File: config.mk
export PLATFORM = sky130hd
export DESIGN_NAME = homing_fault_detector
export DESIGN_NICKNAME = d
export VERILOG_FILES = /design/src/pkg/homing_fault_pkg.sv /design/src/rtl/homing_fault_detector.sv /design/src/rtl/switch_sync.sv
export SDC_FILE = /design/constraint.sdc
export NUM_CORES = 1
export LEC_CHECK = 0
export BUFFER_PORTS_ARGS = -buffer_cell sky130_fd_sc_hd__buf_2
export CAP_MARGIN = 20
export CORE_ASPECT_RATIO = 2
export CORE_UTILIZATION = 39
export DETAILED_ROUTE_END_ITERATION = 7
export PLACE_DENSITY = 0.57
export SLEW_MARGIN = 30
export SYNTH_ARGS = -nofsm -noshare
export SYNTH_HDL_FRONTEND = slang
export SYNTH_SLANG_ARGS = --single-unit
File: constraint.sdc
create_clock -name pclk -period 2.9 [get_ports pclk]
set_clock_uncertainty 0.15 [all_clocks]
set_input_delay 0.145 -clock pclk [delete_from_list [all_inputs] [get_ports pclk]]
set_output_delay 0.145 -clock pclk [all_outputs]
set_load 0.02 [all_outputs]
File: src/pkg/homing_fault_pkg.sv
package homing_fault_pkg;

    // ----------------------------------------
    // Register offsets (byte addresses)
    // ----------------------------------------
    localparam logic [7:0] ctrl_offset = 8'h00;
    localparam logic [7:0] status_offset = 8'h04;
    localparam logic [7:0] mask_offset = 8'h08;
    localparam logic [7:0] error_offset = 8'h0C;

    // ----------------------------------------
    // Control fields
    // ----------------------------------------
    localparam int ctrl_start_bit = 0;
    localparam int ctrl_abort_bit = 1;
    localparam int ctrl_dir_bit = 2;
    localparam int ctrl_method_lsb = 3;
    localparam int ctrl_plim_en_bit = 5;
    localparam int ctrl_nlim_en_bit = 6;
    localparam int ctrl_reversal_bit = 7;
    localparam int ctrl_port_out_bit = 8;
    localparam int ctrl_gear_start_bit = 9;
    localparam int ctrl_moving_bit = 10;
    localparam int ctrl_width = 11;

    // ----------------------------------------
    // Status / interrupt bits
    // ----------------------------------------
    localparam int irq_homing_bit = 0;
    localparam int irq_gear_bit = 1;
    localparam int irq_done_bit = 2;
    localparam int irq_width = 3;

    localparam int state_busy_bit = 8;
    localparam int state_ref_ok_bit = 9;

    // ----------------------------------------
    // Error report
    // ----------------------------------------
    localparam logic [15:0] err_general = 16'hA324;
    localparam logic [15:0] err_lim_disabled = 16'hA325;
    localparam logic [15:0] err_ref_not_found = 16'hA326;
    localparam logic [15:0] err_lim_in_search = 16'hA327;
    localparam logic [15:0] err_overtravel = 16'hA328;
    localparam logic [15:0] err_multi_active = 16'hA329;
    localparam logic [15:0] err_plim_wrong_dir = 16'hA32A;
    localparam logic [15:0] err_nlim_wrong_dir = 16'hA32B;
    localparam logic [15:0] err_ref_brief = 16'hA32C;
    localparam logic [15:0] err_plim_brief = 16'hA32D;
    localparam logic [15:0] err_gear_port = 16'hA321;
    localparam logic [3:0] err_class = 4'h1;
    localparam logic [4:0] err_status_bit = 5'h0A;

    // ----------------------------------------
    // Homing methods and states
    // ----------------------------------------
    typedef enum logic [1:0] {
        method_plim = 2'b00,
        method_nlim = 2'b01,
        method_ref = 2'b10
    } method_t;

    typedef enum logic [1:0] {
        st_idle = 2'b00,
        st_search = 2'b01,
        st_hold = 2'b10
    } state_t;

    // Time a switch must stay active after stop in reference and positive limit homing
    localparam int settle_ns = 1000;
    localparam int clk_period_ns = 25;
    localparam int settle_cycles = (settle_ns + clk_period_ns - 1) / clk_period_ns;

endpackage

File: src/rtl/homing_fault_detector.sv
`timescale 1ns/1ps
`default_nettype none
module homing_fault_detector (
    // Clock and reset
    input wire logic pclk,
    input wire logic presetn,
    input wire logic clk_en,
    // APB slave
    input wire logic psel,
    input wire logic penable,
    input wire logic pwrite,
    input wire logic [7:0] paddr,
    input wire logic [31:0] pwdata,
    output logic [31:0] prdata,
    output logic pready,
    output logic pslverr,
    // Switch pins
    input wire logic positive_limit_switch,
    input wire logic negative_limit_switch,
    input wire logic reference_switch,
    // Motion side
    output logic homing_active,
    output logic homing_abort,
    output logic ref_ok,
    output logic irq
);
    logic [2:0] sw;
    logic plim;
    logic nlim;
    logic refsw;
    logic [homing_fault_pkg::ctrl_width-1:0] ctrl;
    logic [homing_fault_pkg::irq_width-1:0] status;
    logic [homing_fault_pkg::irq_width-1:0] mask;
    logic [15:0] sub_code;
    logic [15:0] main_code;
    homing_fault_pkg::state_t state;
    logic [1:0] prev_sw;
    logic seen_plim;
    logic seen_nlim;
    logic [7:0] settle_cnt;
    logic fault;
    logic [15:0] fault_code;
    logic gear_fault;
    logic done;
    logic wr;
    logic rd;
    logic [2:0] multi;
    logic dir_pos;
    logic reversal;
    logic [1:0] method;
    logic move_pos;
    logic fault_flag;

    switch_sync u_sync (
        .pclk(pclk),
        .presetn(presetn),
        .enable(clk_en),
        .pin_in({reference_switch, negative_limit_switch, positive_limit_switch}),
        .pin_sync(sw)
    );

    assign plim = sw[0];
    assign nlim = sw[1];
    assign refsw = sw[2];
    assign dir_pos = ctrl[homing_fault_pkg::ctrl_dir_bit];
    assign reversal = ctrl[homing_fault_pkg::ctrl_reversal_bit];
    assign method = ctrl[homing_fault_pkg::ctrl_method_lsb +: 2];
    assign multi = {refsw, nlim, plim};

    function automatic logic hit(input logic [7:0] a, input logic [7:0] off);
        hit = (a == off);
    endfunction

    // ----------------------------------------
    // Switch decode
    // ----------------------------------------
    function automatic logic several(input logic [2:0] s);
        several = (s[0] && s[1]) || (s[0] && s[2]) || (s[1] && s[2]);
    endfunction

    // ----------------------------------------
    // Direction of travel
    // ----------------------------------------
    // In reference homing with reversal the axis turns once it has left the search-side limit
    assign move_pos = (method == homing_fault_pkg::method_ref && reversal)
                      ? (dir_pos ? !(seen_plim && !plim) : (seen_nlim && !nlim))
                      : dir_pos;

    // ----------------------------------------
    // APB access
    // ----------------------------------------
    assign pready = 1'b1;
    assign pslverr = 1'b0;
    assign wr = psel && penable && pwrite && clk_en;
    assign rd = psel && !pwrite;

    always_ff @(posedge pclk or negedge presetn) begin
        if (!presetn) begin
            ctrl <= '0;
        end else if (clk_en) begin
            if (wr && hit(paddr, homing_fault_pkg::ctrl_offset)) begin
                ctrl <= pwdata[homing_fault_pkg::ctrl_width-1:0];
            end else begin
                ctrl[homing_fault_pkg::ctrl_start_bit] <= 1'b0;
                ctrl[homing_fault_pkg::ctrl_abort_bit] <= 1'b0;
                ctrl[homing_fault_pkg::ctrl_gear_start_bit] <= 1'b0;
            end
        end
    end

    always_ff @(posedge pclk or negedge presetn) begin
        if (!presetn) begin
            mask <= '0;
        end else if (clk_en && wr && hit(paddr, homing_fault_pkg::mask_offset)) begin
            mask <= pwdata[homing_fault_pkg::irq_width-1:0];
        end
    end

    always_ff @(posedge pclk or negedge presetn) begin
        if (!presetn) begin
            prdata <= 32'h0;
        end else if (clk_en && rd) begin
            prdata <= 32'h0;
            if (hit(paddr, homing_fault_pkg::ctrl_offset)) begin
                prdata[homing_fault_pkg::ctrl_width-1:0] <= ctrl;
            end else if (hit(paddr, homing_fault_pkg::status_offset)) begin
                prdata[homing_fault_pkg::irq_width-1:0] <= status;
                prdata[homing_fault_pkg::state_busy_bit] <= homing_active;
                prdata[homing_fault_pkg::state_ref_ok_bit] <= ref_ok;
            end else if (hit(paddr, homing_fault_pkg::mask_offset)) begin
                prdata[homing_fault_pkg::irq_width-1:0] <= mask;
            end else if (hit(paddr, homing_fault_pkg::error_offset)) begin
                prdata <= {sub_code, main_code};
            end
        end
    end

    // ----------------------------------------
    // Fault detection
    // ----------------------------------------
    always_comb begin
        fault = 1'b0;
        fault_code = homing_fault_pkg::err_general;
        if (state == homing_fault_pkg::st_search) begin
            if (several(multi)) begin
                fault = 1'b1;
                fault_code = homing_fault_pkg::err_multi_active;
            end else if (plim && !move_pos) begin
                fault = 1'b1;
                fault_code = homing_fault_pkg::err_plim_wrong_dir;
            end else if (nlim && move_pos) begin
                fault = 1'b1;
                fault_code = homing_fault_pkg::err_nlim_wrong_dir;
            end else if (method == homing_fault_pkg::method_ref && !reversal
                         && ((dir_pos && plim) || (!dir_pos && nlim))) begin
                fault = 1'b1;
                fault_code = homing_fault_pkg::err_lim_in_search;
            end else if (method == homing_fault_pkg::method_ref && !reversal
                         && prev_sw[1] && !refsw) begin
                fault = 1'b1;
                fault_code = homing_fault_pkg::err_overtravel;
            end else if (method == homing_fault_pkg::method_ref && reversal
                         && seen_plim && seen_nlim) begin
                fault = 1'b1;
                fault_code = homing_fault_pkg::err_ref_not_found;
            end
        end else if (state == homing_fault_pkg::st_hold) begin
            if (several(multi)) begin
                fault = 1'b1;
                fault_code = homing_fault_pkg::err_multi_active;
            end else if (method == homing_fault_pkg::method_ref && !refsw) begin
                fault = 1'b1;
                fault_code = homing_fault_pkg::err_ref_brief;
            end else if (method == homing_fault_pkg::method_plim && !plim) begin
                fault = 1'b1;
                fault_code = homing_fault_pkg::err_plim_brief;
            end
        end
    end

    assign gear_fault = ctrl[homing_fault_pkg::ctrl_gear_start_bit]
                        && ctrl[homing_fault_pkg::ctrl_port_out_bit];

    // ----------------------------------------
    // Homing sequencer
    // ----------------------------------------
    always_ff @(posedge pclk or negedge presetn) begin
        if (!presetn) begin
            state <= homing_fault_pkg::st_idle;
            homing_abort <= 1'b0;
            ref_ok <= 1'b0;
            done <= 1'b0;
            fault_flag <= 1'b0;
            settle_cnt <= 8'h00;
            sub_code <= 16'h0000;
            main_code <= 16'h0000;
            prev_sw <= 2'h0;
            seen_plim <= 1'b0;
            seen_nlim <= 1'b0;
        end else if (clk_en) begin
            homing_abort <= 1'b0;
            done <= 1'b0;
            fault_flag <= 1'b0;
            prev_sw <= {refsw, 1'b0};
            if (gear_fault) begin
                main_code <= homing_fault_pkg::err_gear_port;
            end
            case (state)
                homing_fault_pkg::st_idle: begin
                    if (ctrl[homing_fault_pkg::ctrl_start_bit]) begin
                        ref_ok <= 1'b0;
                        seen_plim <= 1'b0;
                        seen_nlim <= 1'b0;
                        if ((method == homing_fault_pkg::method_plim
                             && !ctrl[homing_fault_pkg::ctrl_plim_en_bit])
                            || (method == homing_fault_pkg::method_nlim
                             && !ctrl[homing_fault_pkg::ctrl_nlim_en_bit])) begin
                            main_code <= homing_fault_pkg::err_general;
                            sub_code <= homing_fault_pkg::err_lim_disabled;
                            fault_flag <= 1'b1;
                            homing_abort <= 1'b1;
                        end else begin
                            state <= homing_fault_pkg::st_search;
                        end
                    end
                end
                homing_fault_pkg::st_search: begin
                    if (plim) begin
                        seen_plim <= 1'b1;
                    end
                    if (nlim) begin
                        seen_nlim <= 1'b1;
                    end
                    if (fault || ctrl[homing_fault_pkg::ctrl_abort_bit]) begin
                        if (fault) begin
                            main_code <= homing_fault_pkg::err_general;
                            sub_code <= fault_code;
                            fault_flag <= 1'b1;
                        end
                        homing_abort <= 1'b1;
                        state <= homing_fault_pkg::st_idle;
                    end else if (!ctrl[homing_fault_pkg::ctrl_moving_bit]
                                 && ((method == homing_fault_pkg::method_plim && plim)
                                  || (method == homing_fault_pkg::method_nlim && nlim)
                                  || (method == homing_fault_pkg::method_ref && refsw))) begin
                        settle_cnt <= 8'h00;
                        state <= homing_fault_pkg::st_hold;
                    end
                end
                homing_fault_pkg::st_hold: begin
                    if (fault || ctrl[homing_fault_pkg::ctrl_abort_bit]) begin
                        if (fault) begin
                            main_code <= homing_fault_pkg::err_general;
                            sub_code <= fault_code;
                            fault_flag <= 1'b1;
                        end
                        homing_abort <= 1'b1;
                        state <= homing_fault_pkg::st_idle;
                    end else if (settle_cnt == 8'(homing_fault_pkg::settle_cycles - 1)) begin
                        ref_ok <= 1'b1;
                        done <= 1'b1;
                        state <= homing_fault_pkg::st_idle;
                    end else begin
                        settle_cnt <= settle_cnt + 8'h01;
                    end
                end
                default: begin
                    state <= homing_fault_pkg::st_idle;
                end
            endcase
        end
    end

    assign homing_active = (state != homing_fault_pkg::st_idle);

    // ----------------------------------------
    // Interrupt status
    // ----------------------------------------
    always_ff @(posedge pclk or negedge presetn) begin
        if (!presetn) begin
            status <= '0;
        end else if (clk_en) begin
            if (wr && hit(paddr, homing_fault_pkg::status_offset)) begin
                status <= (status & ~pwdata[homing_fault_pkg::irq_width-1:0])
                          | {done, gear_fault, fault_flag};
            end else begin
                status <= status | {done, gear_fault, fault_flag};
            end
        end
    end

    assign irq = |(status & mask);
endmodule
`default_nettype wire

File: src/rtl/switch_sync.sv
`timescale 1ns/1ps
`default_nettype none
module switch_sync (
    // Clock
    input wire logic pclk,
    input wire logic presetn,
    input wire logic enable,
    // Pins
    input wire logic [2:0] pin_in,
    output logic [2:0] pin_sync
);
    logic [2:0] meta;

    // ----------------------------------------
    // Two stage synchroniser
    // ----------------------------------------
    always_ff @(posedge pclk or negedge presetn) begin
        if (!presetn) begin
            meta <= 3'h0;
            pin_sync <= 3'h0;
        end else if (enable) begin
            meta <= pin_in;
            pin_sync <= meta;
        end
    end
endmodule
`default_nettype wire

==> results.md <==
- Per-cell routed wire length: 15.60 µm
- I/O Buffers: 56
- Top cells by area, synth: dfrtp_1 50%, nand2_1 5.3%, mux2_2 5.2%
- CP Launch Type: register
- Pins Over Slew Limit: 0
- Crit path kind: register to register
- Post-synth top cells: 82 x dfrtp_1, 58 x nand2_1, 35 x o21ai_0, 24 x nor2_1, 19 x mux2_2
- Gr ovfl total: 0
- Synth warn: 0
- Postcts setup bufs: 0
- Reg-to-Reg Start: state[1]
- Leak pwr: 0.002321 µW
- Slew HR: 0.4942
- Hold-fix buffers, CTS: 16
- Synthesized cell area: 4116 µm²
- Fin crit period: 2.510 ns
- Async set-reset flop share out of synthesis: 1.000
- Maximum clock frequency: 398.4 MHz
- CTS root buffer: clkbuf_16
- Initial DRC Count: 178
- Power Dens Cells: 535.4 nW/µm²
- Syn Area/Cell: 10.14 µm²
- Die Wd: 74.65 µm
- Clock transition at path regs: 0.07 ns
- GPL Wtd Cong: 0.8483
- H-tree levels: 3
- Total power: 2670 µW
- TNS Setup: 0 ns
- Synth Flop Type: dfrtp_1
- Die Y: 147.3 µm
- Initial antenna violation count: 0
- Drt drc: 0
- Pin count of the biggest net entering global routing: 83
- RSZ-0062 raised after global routing: no
- Hold path startpoint: paddr[2]
- Post-DP HPWL: 6.944 mm
- Hold WC Path Type: primary input to register
- Overall routed net length: 9.533 mm
- Clk Latency, worst-skew pair: 0.33 ns
- DR vias/cell: 5.296
- Max_cap viols: 0
- First-pass GRT wire length: 15.93 mm
- Full die area: 10990 µm²
- Starting density of the core: 0.4030
- Status: complete, no violations
- Crit. End Element: register
- Net count, final: 525
- VDD IR max: 0.2753 mV
- Post-synth EDFFs: 0
- IO Count: 87
- Setup-failing EPs final: 0
- TritonCTS clock tree: done
- Core box area: 10210 µm²
- Crit path from: state[1]
- Layout area overhead: 21.15%
- Yosys top cell area share: 0.4985
- DRT Pass-1 Iters: 4
- Sequential-to-total area share from yosys stat: 0.4985
- Diode count: 0
- # clock sinks: 82
- Max FO, Critical Path: 11
- Total GRT Usage: 0.1923
- Mapped Cells: 406
- Critical Path AT: 2.58 ns
- Routed vias: 3236
- Routed Antenna Nets: 0
- Worst Max-Slew Pin Slew: 0.7587 ns
- Row cnt: 52
- Leading area contributor after synthesis: dfrtp_1
- Endpoints failing hold: 0
- Synthesized flop and latch total: 82
- Post-Route Utilization: 0.4882
- Share of cells above drive strength 1: 0.2416
- Vias in the first global route: 3199
- Worst-case clock buffer depth: 2
- Most common cell in the netlist: dfrtp_1
- Crit share post-route: 0.8655
- Required @ worst endpoint: 2.97 ns
- Num CTS Buffers: 9
- Post-CTS sizing: 0
- Synth cell types: 61
layer usage:
layer / GRT usage / routed length (µm) / vias up
met4: 0.08774 / 280 / 0
met3: 0.03224 / 265 / 20
li1: - / - / 1562
met5: 0 / 0 / -
met2: 0.3324 / 5179 / 83
met1: 0.2240 / 3808 / 1571
cell type report:
cell class                 count  area (µm²)
fill                        1007        5228
sequential                    82        2052
multi-input combinational    278        1828
clock inverter                 7       123.9
inverter                      18       67.56
tap                          135       168.9
clock buffer                   9       225.2
timing repair buffer          82       521.8
critical path, stage by stage (launching register included):
cell	delay, ns
dfrtp_1	0.41
inv_1	0.11
ha_1	0.39
o21ai_0	0.15
a211o_1	0.29
or2_2	0.36
nor2_1	0.19
mux2_2	0.35
state kept, by name (all words and copies together) (netlist names), 2 cells and up:
signal,count
settle_cnt,8
main_code,16
status,3
ctrl,11
state,2
mask,3
prdata,21
u_sync.meta,3
u_sync.pin_sync,3
sub_code,5
cell families (layout without fill, tap and decap cells):
kind of cell,Yosys count,after routing,synth area share
buffers and inverters,53,116,0.06383
other,2,9,0.001824
adder cells (fa/ha/maj),6,6,0.01763
flip-flops,82,82,0.4985
AND/OR/NAND/NOR,130,130,0.1571
AO/OA/AOI/OAI,108,108,0.1854
multiplexers,25,25,0.07568
final timing paths:
| check | end | slack, ns | cells past startpoint |
|---|---|---|---|
| min in group asynchronous | main_code[1] | 0.25 | 2 |
| min | prdata[8] | 0.18 | 3 |
| max reg2reg | settle_cnt[0] | 0.39 | 7 |
| min reg2reg | prdata[6] | 0.32 | 2 |
| max | settle_cnt[0] | 0.39 | 7 |
| max in group asynchronous | state[1] | 1.81 | 2 |
power breakdown:
part | switching (µW) | internal (µW) | leakage [µW]
clock | 470 | 849 | 0.000167
combinational | 89.5 | 67.5 | 0.00105
sequential | 27.1 | 1170 | 0.00110
stage by stage:
stage / instance area [µm²] / hold slack, ns / setup WS (ns) / std cells
2_1_floorplan: 4143 / -0.3006 / 0.4635 / 413
4_1_cts: 4987 / 0.1734 / 0.3983 / 611
3_3_place_gp: 4474 / 0.2272 / 0.4261 / 579
3_5_place_dp: 4478 / 0.09652 / 0.4069 / 579
6_report: 4987 / 0.1829 / 0.3900 / 611
5_1_grt: 4987 / 0.2065 / 0.1596 / 611
placed cells by master (no fill, tap or decap), types with 2 or more instances in the layout:
cell	netlist	layout
dfrtp_1	82	82
nand2_1	58	58
buf_2	3	55
o21ai_0	35	35
nor2_1	24	24
mux2_2	19	19
inv_1	18	18
dlygate4sd3_1	0	16
a21oi_1	10	10
buf_4	14	10
o31ai_1	9	9
conb_1	2	9
clkbuf_16	0	9
a22o_1	8	8
nand3_1	6	6
a22oi_1	6	6
nor4_1	5	5
nand2b_1	5	5
nor2b_1	5	5
ha_1	5	5
o22ai_1	4	4
a211oi_1	4	4
a31oi_1	4	4
a32o_1	4	4
nand3b_1	3	3
mux4_2	3	3
mux2i_1	3	3
nor3_1	3	3
a211o_1	3	3
and2_1	3	3
o211ai_1	3	3
o22a_1	3	3
bufinv_16	0	3
nand4b_1	2	2
or2_2	2	2
or4_1	2	2
a21o_1	2	2
nor4b_1	2	2
nor3b_1	2	2
inv_6	0	2
No activity file was read; power rests on OpenSTA's default activity.
